--- config.mk ---
export PLATFORM = sky130hd
export DESIGN_NAME = ccsd_top
export DESIGN_NICKNAME = d
export VERILOG_FILES = /design/src/rtl/ccsd_pkg.sv /design/src/rtl/ccsd_divider.sv /design/src/rtl/ccsd_top.sv
export SDC_FILE = /design/constraint.sdc
export NUM_CORES = 1
export LEC_CHECK = 0
export ABC_CLOCK_PERIOD_IN_PS = 3600
export BUFFER_PORTS_ARGS = -buffer_cell sky130_fd_sc_hd__buf_2
export CORE_ASPECT_RATIO = 1.4
export CORE_MARGIN = 2
export CORE_UTILIZATION = 57
export CTS_CLUSTER_SIZE = 24
export DETAILED_ROUTE_END_ITERATION = 8
export PLACE_DENSITY = 0.86
export SLEW_MARGIN = 15
export SYNTH_ARGS = -nofsm -noshare
export SYNTH_HDL_FRONTEND = slang
export SYNTH_SLANG_ARGS = --single-unit
export TNS_END_PERCENT = 5
--- constraint.sdc ---
create_clock -name clock -period 3.6 [get_ports clock]
set_input_delay 0.54 -clock clock [delete_from_list [all_inputs] [get_ports clock]]
set_output_delay 0.54 -clock clock [all_outputs]
set_load 0.05 [all_outputs]
--- src/rtl/ccsd_pkg.sv ---
/*
 Package for the processor clock switch and divider: register offsets, field
 positions, reset values, source codes and wake-up timing counts.
 Assumes a 20 MHz system clock that also stands in for the oscillator clock.
*/
package ccsd_pkg;

  localparam int unsigned CLK_HZ = 20_000_000;

  // Register byte addresses on the Wishbone slave
  localparam logic [3:0] OFS_CLKSRC = 4'h0;
  localparam logic [3:0] OFS_DIV    = 4'h4;
  localparam logic [3:0] OFS_AUX1   = 4'h8;
  localparam logic [3:0] OFS_STATUS = 4'hc;

  // Clock source control register fields
  localparam int unsigned SRC_LSB    = 0;
  localparam int unsigned SRC_MSB    = 2;
  localparam int unsigned SWDONE_BIT = 7;
  // Auxiliary register one: low-power clocking bit
  localparam int unsigned LOWPWR_BIT = 7;
  // Status register: processor clock running
  localparam int unsigned RUN_BIT    = 0;

  typedef enum logic [2:0] {
    SRC_WDOSC  = 3'h0,
    SRC_RCOSC  = 3'h1,
    SRC_XTLOW  = 3'h2,
    SRC_XTMED  = 3'h3,
    SRC_XTHIGH = 3'h4,
    SRC_EXTCLK = 3'h5
  } ccsd_src_t;

  localparam logic [2:0] SRC_RESET = 3'h1;
  localparam logic [7:0] DIV_RESET = 8'h00;

  // Wake-up delays
  localparam int unsigned XTAL_OSC_CYC = 1024;
  localparam int unsigned XTAL_EXTRA_US = 60;
  localparam int unsigned RC_MIN_US     = 200;
  localparam int unsigned SHORT_OSC_CYC = 32;
  // Least times round up to whole cycles
  localparam int unsigned XTAL_EXTRA_CYC = (XTAL_EXTRA_US * (CLK_HZ / 1000) + 999) / 1000;
  localparam int unsigned RC_CYC         = (RC_MIN_US * (CLK_HZ / 1000) + 999) / 1000;
  localparam logic [12:0] XTAL_WAKE = 13'(XTAL_OSC_CYC + XTAL_EXTRA_CYC);
  localparam logic [12:0] RC_WAKE   = 13'(RC_CYC);
  localparam logic [12:0] SHORT_WAKE = 13'(SHORT_OSC_CYC);

endpackage : ccsd_pkg

--- src/rtl/ccsd_divider.sv ---
/*
 Processor clock divider: produces a one-cycle enable every 2*div oscillator
 cycles, or every cycle when div is zero.
 Assumes the enable is gated off by the caller while the clock is held.
*/
`timescale 1ns/1ps
`default_nettype none
module ccsd_divider
  import ccsd_pkg::*;
(
  input  wire logic       clock,
  input  wire logic       rstn,
  input  wire logic       run,
  input  wire logic [7:0] div,
  output logic            tick
);

  typedef struct packed {
    logic [8:0] cnt;
    logic       tick;
  } ccsd_div_st_t;

  ccsd_div_st_t st_ff, nxt_st;
  logic [8:0]   lastCnt;

  always_comb begin
    nxt_st  = st_ff;
    lastCnt = {div, 1'b0} - 9'h001;
    nxt_st.tick = 1'b0;
    if (!run) begin
      nxt_st.cnt = 9'h000;
    end else if (div == 8'h00) begin
      nxt_st.tick = 1'b1;
      nxt_st.cnt  = 9'h000;
    end else if (st_ff.cnt >= lastCnt) begin
      // A new ratio applies to the period in progress; a count already past its end ticks at once, without a stall
      nxt_st.tick = 1'b1;
      nxt_st.cnt  = 9'h000;
    end else begin
      nxt_st.cnt = st_ff.cnt + 9'h001;
    end
  end

  always_ff @(posedge clock or negedge rstn) begin
    if (!rstn) begin
      st_ff <= '0;
    end else begin
      st_ff <= nxt_st;
    end
  end

  assign tick = st_ff.tick;

endmodule : ccsd_divider
`default_nettype wire

--- src/rtl/ccsd_top.sv ---
/*
 Processor clock switch, wake-up timer and divider with a classic Wishbone
 slave for its registers.
 Assumes the system clock stands in for the oscillator clock; the processor
 clock leaves as a one-cycle enable pulse.
*/
// The Wishbone register port and the address map were left to the implementer.
`timescale 1ns/1ps
`default_nettype none
module ccsd_top
  import ccsd_pkg::*;
(
  input  wire logic        clock,
  input  wire logic        rstn,
  input  wire logic        wbCyc,
  input  wire logic        wbStb,
  input  wire logic        wbWe,
  input  wire logic [3:0]  wbAdr,
  input  wire logic [3:0]  wbSel,
  input  wire logic [31:0] wbDatI,
  output logic [31:0]      wbDatO,
  output logic             wbAck,
  output logic             processorClockEn,
  output logic [2:0]       activeSource,
  output logic             lowPowerClocking
);

  typedef struct packed {
    logic [2:0]  src;
    logic [2:0]  pendSrc;
    logic        switchDone;
    logic [7:0]  div;
    logic        lowPower;
    logic        run;
    logic [12:0] wake;
    logic        ack;
    logic [31:0] rdata;
  } ccsd_st_t;

  ccsd_st_t st_ff, nxt_st;
  logic     req;
  logic     divTick;

  // Wake-up length for a source, used on every accepted switch; reset loads RC_WAKE directly
  function automatic logic [12:0] wakeCycles(input logic [2:0] s);
    case (s)
      SRC_XTLOW, SRC_XTMED, SRC_XTHIGH: wakeCycles = XTAL_WAKE;
      SRC_RCOSC:                        wakeCycles = RC_WAKE;
      default:                          wakeCycles = SHORT_WAKE;
    endcase
  endfunction : wakeCycles

  function automatic logic srcLegal(input logic [2:0] s);
    srcLegal = (s <= SRC_EXTCLK);
  endfunction : srcLegal

  assign req = wbCyc && wbStb && !st_ff.ack;

  always_comb begin
    nxt_st     = st_ff;
    nxt_st.ack = req;
    // Wake-up timer holds the processor clock until it runs out
    if (st_ff.wake != 13'h0000) begin
      nxt_st.wake = st_ff.wake - 13'h0001;
      nxt_st.run  = 1'b0;
    end else if (!st_ff.switchDone) begin
      nxt_st.src        = st_ff.pendSrc;
      nxt_st.switchDone = 1'b1;
      nxt_st.run        = 1'b1;
    end
    if (req && wbWe) begin
      case (wbAdr)
        OFS_CLKSRC: begin
          // Writes during a switch are dropped so the timer cannot restart midway
          if (st_ff.switchDone && wbSel[0] && srcLegal(wbDatI[SRC_MSB:SRC_LSB])) begin
            nxt_st.pendSrc    = wbDatI[SRC_MSB:SRC_LSB];
            nxt_st.switchDone = 1'b0;
            nxt_st.run        = 1'b0;
            nxt_st.wake       = wakeCycles(wbDatI[SRC_MSB:SRC_LSB]);
          end
        end
        OFS_DIV: begin
          if (wbSel[0]) begin
            nxt_st.div = wbDatI[7:0];
          end
        end
        OFS_AUX1: begin
          if (wbSel[0]) begin
            nxt_st.lowPower = wbDatI[LOWPWR_BIT];
          end
        end
        default: begin
        end
      endcase
    end
    nxt_st.rdata = 32'h0000_0000;
    if (req && !wbWe) begin
      case (wbAdr)
        OFS_CLKSRC: begin
          nxt_st.rdata[SRC_MSB:SRC_LSB] = st_ff.src;
          nxt_st.rdata[SWDONE_BIT]      = st_ff.switchDone;
        end
        OFS_DIV:    nxt_st.rdata[7:0]         = st_ff.div;
        OFS_AUX1:   nxt_st.rdata[LOWPWR_BIT]  = st_ff.lowPower;
        OFS_STATUS: nxt_st.rdata[RUN_BIT]     = st_ff.run;
        default:    nxt_st.rdata              = 32'h0000_0000;
      endcase
    end
  end

  // Reset starts a wake-up on the reset source; constants only
  always_ff @(posedge clock or negedge rstn) begin
    if (!rstn) begin
      st_ff            <= '0;
      st_ff.src        <= SRC_RESET;
      st_ff.pendSrc    <= SRC_RESET;
      st_ff.switchDone <= 1'b0;
      st_ff.div        <= DIV_RESET;
      st_ff.lowPower   <= 1'b0;
      st_ff.wake       <= RC_WAKE;
    end else begin
      st_ff <= nxt_st;
    end
  end

  ccsd_divider u_div (
    .clock (clock),
    .rstn  (rstn),
    .run   (st_ff.run),
    .div   (st_ff.div),
    .tick  (divTick)
  );

  assign processorClockEn = divTick && st_ff.run;
  assign activeSource     = st_ff.src;
  assign lowPowerClocking = st_ff.lowPower;
  assign wbAck            = st_ff.ack;
  assign wbDatO           = st_ff.rdata;

endmodule : ccsd_top
`default_nettype wire

==> flow_summary_export.csv, run 1 <==
group,metric,value,unit
clocking,clkLatencyLatePin,300,ps
outcome,outcome,"completed",
detailed_routing,avgRoutedWirePerCell,13.8,um
power_and_ir_drop,power.internal,0.931,mW
timing,period_share,75.2,%
layout,final_cell_mix,"dfrtp_1, buf_2, nor2_1, conb_1, mux2_2",
power_and_ir_drop,pwr-share-clk,22.7,%
detailed_routing,route.met3.wl,231,um
clocking,cts_tree,"yes",
synthesis,synth_area_per_cell,10.4,um2
setup_path,slowest_stage,"or4_1",
power_and_ir_drop,seqPwrFrac,49.6,%
setup_path,r2r_cells,8,
setup_path,critPathLaunchType,"flip-flop",
global_routing,grtUsageTotal,18.5,%
clocking,clk_pin_slew,100,ps
placed_design,place_congestion,0.858,
global_routing,grt_max_degree,50,
detailed_routing,wl,5130,um
placed_design,post-dp-hpwl,3870,um
timing,setup_tns,0,ps
floorplan,die_w,64.9,um
global_routing,grt_pass1_wl,8450,um
setup_path,cp-endpoint,"u_div.st_ff[1]",
layout,n_fill_cell,412,
setup_path,crit_arrival,2920,ps
global_routing,grt_pass1_vias,1892,
timing,fin_crit,2710,ps
layout,final_common_cell,"dfrtp_1",
timing,drv_slew,0,
power_and_ir_drop,switchingPower,0.528,mW
power_and_ir_drop,share_comb_of_total_power,27.7,%
setup_path,reg2reg_from,"st_ff[52]",
synthesis,ys_seq_area_share,41.7,%
run,drv_cap,0,
floorplan,io-pin-count,83,
floorplan,core_area,5080,um2
power_and_ir_drop,ir_drop,320,uV
layout,antenna_cells,0,
detailed_routing,highest_layer,"met4",
setup_path,reg2reg_to,"u_div.st_ff[1]",
power_and_ir_drop,p_per_area,477,nW/um2
layout,syn2layout_area_growth,3.34,%
clocking,cts_buffers,5,
synthesis,synth.distinct_cells,52,
clocking,clock_sinks,49,
detailed_routing,m1WireLength,2070,um
floorplan,die-area,5800,um2
clocking,cts_resized,0,
setup_path,slowest_delay,590,ps
setup_path,critPathKind,"flip-flop to flip-flop",
detailed_routing,drt.antenna.violating_nets,0,
detailed_routing,dr_total_vias,2056,
layout,finalInstanceArea,3060,um2
clocking,cts_root_buffer,"clkbuf_8",
floorplan,start_util,58.3,%
timing,hold_viol_final,0,
hold_path,hp-class,"primary input to asynchronous set/reset pin",
floorplan,die_h,89.3,um
timing,relSlewSlack,47.1,%
detailed_routing,routed-wl-met2,2720,um
layout,final_core_util,60.2,%
setup_path,crit_fanout,10,
detailed_routing,drt-vias-per-instance,5.54,
timing,skew,6.67,ps
timing,hold_ws,246,ps
power_and_ir_drop,sw_frac_of_total,36.2,%
setup_path,endpoint_kind,"flip-flop",
placed_design,placed_area,2960,um2
clocking,postCtsHoldBufs,0,
setup_path,crit_cells,8,
global_routing,grt_overflow,0,
synthesis,synthCells,285,
timing,setup_viol,0,
setup_path,path_delay_family,"simple AND/OR/NAND/NOR gates",
power_and_ir_drop,leakage,1.44,nW
setup_path,worstPathRequired,3810,ps
setup_path,path_cells,"or4_1 > nor4_1 > xnor2_1 > ha_1 > a21oi_1 > o21ai_0 > a211o_1 > nor3b_1",
synthesis,synth_enable_flop_cells,0,
layout,ff_latch_area,1240,um2
setup_path,crit_path_start,"st_ff[52]",
detailed_routing,drc,0,
clocking,cts_max_level,2,
layout,drive_gt1_share,24.6,%
setup_path,cp_num_buf_inv,0,
synthesis,ys_dominant_reg_cell,"dfrtp_1",
synthesis,synth_area,2960,um2
setup_path,reg2reg_slack,890,ps
timing,tightest_slew,774,ps
floorplan,num_rows,31,
synthesis,ys_ff_latch,49,
timing,clock.fmax,369,MHz
layout,nNetsFinal,361,
global_routing,antenna_found_initial,0,
placed_design,port_buffers,31,
power_and_ir_drop,total_power,1.46,mW
synthesis,ys_async_sr_fraction,100,%
detailed_routing,drt_iter0_markers,92,
detailed_routing,drtPass1Iterations,4,
layout,multi_input_area,1460,um2
synthesis,synth_warnings,0,
clocking,post_cts_buffers,0,
timing,rsz0062_at_grt,"no",
clocking,clk_path_buf_depth,2,
## logic make-up (layout without fill, tap and decap cells)
group | after synthesis | after routing | synth area share [%]
adder cells (fa/ha/maj) | 12 | 12 | 5.07
XOR/XNOR | 16 | 16 | 4.73
AO/OA/AOI/OAI | 32 | 32 | 7.90
other | 1 | 24 | 0.127
buffers and inverters | 51 | 48 | 12.0
flip-flops | 49 | 49 | 41.7
AND/OR/NAND/NOR | 106 | 106 | 21.8
multiplexers | 18 | 18 | 6.63
## worst register-to-register path, cell delays in order, from the launching register on
cell and delay (ps):
dfrtp_1 440, or4_1 590, nor4_1 260, xnor2_1 180
ha_1 270, a21oi_1 140, o21ai_0 100, a211o_1 400
nor3b_1 240
## Yosys cell counts (4+ instances only)
cell	n	share of area, %
buf_4	37	9.4
nor2_1	28	3.5
and3_1	6	1.3
nor3b_1	7	1.8
o21ai_0	5	0.84
a21oi_1	7	1.2
nor3_1	10	1.7
dfrtp_1	41	35
ha_1	12	5.1
nand2_1	11	1.4
dfstp_2	8	7.1
nand3_1	6	1.0
nand3b_1	4	1.0
mux2i_1	5	1.7
a211oi_1	4	1.0
xnor2_1	11	3.3
inv_1	9	1.1
mux2_2	13	4.9
xor2_1	5	1.5
## area by class of cell
type / instances / area share (%)
Timing Repair Buffer: 31 / 5.15
Sequential cell: 49 / 40.4
Clock inverter: 3 / 0.818
Clock buffer: 5 / 2.25
Tap cell: 66 / 2.70
Multi-Input combinational cell: 208 / 47.6
Inverter: 9 / 1.10
## power by group through the flow
stage / combinational, mW / sequential [mW] / clock [mW]
4_1_cts: 0.406 / 0.723 / 0.342
6_report: 0.404 / 0.724 / 0.331
3_5_place_dp: 0.402 / 0.732 / 0
3_3_place_gp: 0.386 / 0.729 / 0
5_1_grt: 0.444 / 0.738 / 0.368
2_1_floorplan: 0.365 / 0.716 / 0
## sequential cells by signal, indices dropped and copies added (netlist names)
signal            count
u_div.st_ff           9
u_div.tick            1
wbDatO                8
wbAck                 1
st_ff                26
activeSource          3
lowPowerClocking      1
## per-stage QoR
stage                     setup slack [ps]  cells
after floorplan                       1140    308
after global placement                 985    363
after detailed placement               911    363
after CTS                              884    371
after global routing                   682    371
final                                  893    371
## layer usage
layer | vias up | track usage (%)
met2 | 68 | 34.0
met1 | 985 | 21.8
met5 | - | 0
li1 | 990 | -
met4 | 0 | 6.96
met3 | 13 | 2.52
## worst min path at each step
stage | cells after the start | end | slack (ps)
3_5_place_dp | 2 | st_ff[58] | 490
4_1_cts | 2 | st_ff[51] | 460
2_1_floorplan | 0 | activeSource[1] | 240
6_report | 1 | u_div.st_ff[6] | 250
5_1_grt | 1 | u_div.st_ff[6] | 300
3_3_place_gp | 2 | st_ff[58] | 480
Note: power is estimated with default switching activity, not from simulation.
==> run 2: changes to the inputs <==
- ABC_CLOCK_PERIOD_IN_PS: 3600 -> 2520
- CORE_UTILIZATION: 57 -> 53
- PLACE_DENSITY: 0.86 -> 0.81
- clock period: 3.6 -> 2.52 ns (I/O delays scaled with it)
==> flow_summary_export.csv, run 2 (synthesis gave the netlist of run 1 again) <==
group,metric,value,unit
run,drv_cap,0,
floorplan,die_h,92.5,um
setup_path,critPathKind,"flip-flop to flip-flop",
placed_design,post-dp-hpwl,4200,um
clocking,clkLatencyLatePin,320,ps
detailed_routing,drtPass1Iterations,4,
placed_design,port_buffers,31,
timing,period_share,97.2,%
layout,final_common_cell,"dfrtp_1",
setup_path,path_cells,"or4_4 > buf_4 > nor2_1 > xnor2_1 > ha_1 > nand2_1 > o21ai_1 > a211o_2 > nor3b_1",
timing,clock.fmax,408,MHz
layout,final_cell_mix,"dfrtp_1, buf_2, nor2_1, conb_1, mux2_2",
layout,syn2layout_area_growth,7.65,%
detailed_routing,drt-vias-per-instance,5.53,
placed_design,dp_slack,-67.5,ps
clocking,clk_pin_slew,100,ps
floorplan,num_rows,32,
setup_path,crit_fanout,5,
timing,tightest_slew,665,ps
power_and_ir_drop,p_per_area,671,nW/um2
global_routing,grt_pass1_vias,2156,
layout,ff_latch_area,1240,um2
clocking,cts_root_buffer,"clkbuf_8",
setup_path,crit_arrival,2680,ps
global_routing,antenna_found_initial,0,
detailed_routing,avgRoutedWirePerCell,14.8,um
placed_design,place_congestion,0.841,
timing,setup_slack,69.8,ps
setup_path,path_delay_family,"simple AND/OR/NAND/NOR gates",
power_and_ir_drop,ir_drop,440,uV
layout,final_core_util,58.5,%
detailed_routing,drt.antenna.violating_nets,0,
clocking,cts_buffers,5,
setup_path,cp_num_buf_inv,1,
timing,fin_crit,2450,ps
layout,top_register,"st_ff",
timing,drv_slew,0,
floorplan,die-area,6210,um2
detailed_routing,drt_iter0_markers,147,
setup_path,slowest_stage,"or4_4",
setup_path,critPathLaunchType,"flip-flop",
outcome,outcome,"completed",
power_and_ir_drop,leakage,1.50,nW
detailed_routing,wl,5690,um
floorplan,die_w,67.2,um
timing,hold_viol_final,0,
global_routing,grt_max_degree,21,
layout,layout.cells.non_filler,384,
floorplan,core_area,5450,um2
global_routing,grt_pass1_wl,9740,um
layout,antenna_cells,0,
placed_design,placedCellCount,374,
timing,setup_viol,0,
clocking,cts_max_level,2,
layout,nNetsFinal,372,
timing,hold_ws,289,ps
clocking,clk_path_buf_depth,2,
clocking,clock_sinks,49,
global_routing,grtUsageTotal,20.4,%
layout,n_fill_cell,487,
global_routing,grt_overflow,0,
layout,multi_input_area,1510,um2
detailed_routing,dr_total_vias,2124,
layout,drive_gt1_share,28.8,%
timing,relSlewSlack,55.0,%
clocking,cts_tree,"yes",
layout,largest_reg_flops,26,
timing,skew,13.3,ps
floorplan,io-pin-count,83,
detailed_routing,drc,0,
setup_path,slowest_delay,560,ps
hold_path,hp-class,"primary input to flip-flop",
setup_path,endpoint_kind,"flip-flop",
setup_path,worstPathRequired,2750,ps
floorplan,start_util,54.4,%
## run 2: metrics by stage
stage          area, um2  total power [mW]  TNS [ps]
3_5_place_dp        3030              1.63      -333
5_1_grt             3190              2.27     -6.20
2_1_floorplan       3050              1.54         0
6_report            3190              2.14         0
4_1_cts             3150              2.13         0
3_3_place_gp        3030              1.61     -31.8
## run 2: cell type report
class                           count  area share [%]
Tap cell                           68            2.67
Timing Repair Buffer               41            7.30
Multi-Input combinational cell    209            47.2
Clock buffer                        5            2.16
Inverter                            9            1.06
Sequential cell                    49            38.8
Clock inverter                      3           0.824
## run 2: power by group
group / internal [mW] / switching, mW
logic: 0.250 / 0.364
registers: 0.904 / 0.128
clock network: 0.202 / 0.289
total: 1.36 / 0.781
## run 2: path summary, 6_finish.rpt
check                          start              end  slack (ps)  depth (start not counted)
setup / recovery           st_ff[52]   u_div.st_ff[8]          70                          9
max in group asynchronous       rstn        st_ff[57]        1370                          3
hold reg to reg            st_ff[59]  activeSource[2]         520                          1
hold / removal             wbDatI[3]        st_ff[51]         290                          2
setup reg to reg           st_ff[52]   u_div.st_ff[8]          70                          9
min in group asynchronous       rstn   u_div.st_ff[5]         510                          2
## run 2: routing by layer
metal,global-route usage [%],up-vias,share of wire [%],routed length (um)
met5,0,-,0,0
met4,7.65,0,1.7,95
met3,4.13,7,3.0,168
met2,35.7,42,56,3210
met1,24.0,1050,39,2220
li1,-,1025,-,-
## run 2: timing repair
item,CTS,global route
cloned,0,1
setup endpoints to repair,6,10
endpoints found under the hold margin,15,0
hold buffers,1,0
gates resized for setup,2,7
pin swaps,0,5
buffers inserted,0,0
==> run 3: changes to the inputs <==
- CORE_UTILIZATION: 53 -> 25
- PLACE_DENSITY: 0.81 -> default
==> flow_summary_export.csv, run 3 (synthesis gave the netlist of run 1 again) <==
group,metric,value,unit
timing,tightest_slew,668,ps
floorplan,core_area,11700,um2
global_routing,grt_pass1_vias,2158,
setup_path,critPathKind,"flip-flop to flip-flop",
detailed_routing,avgRoutedWirePerCell,13.5,um
setup_path,endpoint_kind,"flip-flop",
clocking,cts_buffers,5,
setup_path,critPathLaunchType,"flip-flop",
clocking,cts_max_level,2,
placed_design,post-dp-hpwl,4550,um
timing,setup_viol,0,
placed_design,port_buffers,31,
layout,antenna_cells,0,
detailed_routing,dr_total_vias,2099,
placed_design,placed_area,3130,um2
layout,top_register,"st_ff",
layout,nNetsFinal,371,
global_routing,antenna_found_initial,0,
timing,skew,8.06,ps
layout,final_common_cell,"dfrtp_1",
detailed_routing,drt-vias-per-instance,4.54,
layout,largest_reg_flops,26,
power_and_ir_drop,p_per_area,696,nW/um2
setup_path,r2r_cells,8,
global_routing,grtUsageTotal,10.0,%
layout,finalInstanceArea,3360,um2
floorplan,die_h,133,um
clocking,cts_tree,"yes",
floorplan,die-area,12700,um2
detailed_routing,drc,0,
global_routing,grt_max_degree,23,
clocking,cts_root_buffer,"clkbuf_16",
setup_path,worstPathRequired,2700,ps
floorplan,io-pin-count,83,
setup_path,crit_arrival,2640,ps
floorplan,die_w,96.0,um
clocking,clk_pin_slew,70,ps
global_routing,use_met2,18.4,%
detailed_routing,drtPass1Iterations,4,
global_routing,grtUsageMet3,2.28,%
clocking,clock_sinks,49,
timing,setup_slack,59.0,ps
floorplan,num_rows,47,
timing,clock.fmax,406,MHz
timing,relSlewSlack,54.3,%
placed_design,placedCellCount,453,
setup_path,crit_fanout,5,
global_routing,grt_pass1_wl,10200,um
layout,drive_gt1_share,30.8,%
timing,hold_ws,46.6,ps
floorplan,start_util,25.3,%
global_routing,grt.busiest_layer,"met2",
timing,period_share,97.7,%
layout,final_cell_mix,"dfrtp_1, buf_2, nor2_1, conb_1, mux2_2",
placed_design,place_congestion,0.772,
clocking,clk_path_buf_depth,2,
detailed_routing,wl,6240,um
layout,syn2layout_area_growth,13.5,%
global_routing,use_met1,11.3,%
power_and_ir_drop,ir_drop,284,uV
run,drv_cap,0,
power_and_ir_drop,total_power,2.34,mW
clocking,clkLatencyLatePin,290,ps
detailed_routing,drt.antenna.violating_nets,0,
timing,fin_crit,2460,ps
placed_design,dp_slack,-129,ps
layout,layout.cells.non_filler,462,
outcome,outcome,"completed",
hold_path,hp-class,"primary input to asynchronous set/reset pin",
power_and_ir_drop,leakage,1.54,nW
timing,hold_viol_final,0,
global_routing,grt_overflow,0,
timing,drv_slew,0,
detailed_routing,drt_iter0_markers,49,
run 3: stage by stage:
step / utilization, % / setup TNS [ps]
2_1_floorplan: - / 0
3_3_place_gp: 26.8 / -442
3_5_place_dp: 26.8 / -757
4_1_cts: 28.3 / 0
5_1_grt: 28.7 / -92.5
6_report: 28.7 / 0
run 3: cell type report:
class,instances,area (um2)
tap,147,184
clock inverter,3,17.5
multi-input combinational,209,1540
fill,1201,8340
sequential,49,1240
clock buffer,5,125
timing repair buffer,40,223
inverter,9,33.8
run 3: worst max-delay path: stages, from the launching register on:
cell and delay [ps]:
dfrtp_1 380, or4_4 560, nor4_4 150, xnor2_1 170, ha_1 300, a21oi_2 150, o21ai_2 100, a211o_4 360
and2_1 170
run 3: final timing paths:
kind,from,to,slack [ps]
min,rstn,u_div.st_ff[7],50
max,st_ff[53],u_div.tick,60
min in group clock,wbDatI[3],st_ff[51],320
max reg2reg,st_ff[53],u_div.tick,60
min reg2reg,st_ff[58],st_ff[58],500
max in group asynchronous,rstn,st_ff[38],1800
run 3: what timing repair did:
item,CTS,global route
hold endpoints to repair,0,0
gates cloned,1,0
endpoints found under the setup margin,10,10
pin swaps,3,9
resized for setup,6,11
hold buffers,0,0
setup buffers,0,0
run 3: power by group:
part | internal (mW) | switching (mW) | total (mW)
clock | 0.364 | 0.294 | 0.659
combinational | 0.258 | 0.384 | 0.642
sequential | 0.905 | 0.134 | 1.04
run 3: metal layers:
layer	up-vias	routed length, um	share of wire [%]
li1	1016	-	-
met1	1027	2480	40
met2	49	3460	55
met3	7	223	3.6
met4	0	70	1.1
met5	-	0	0
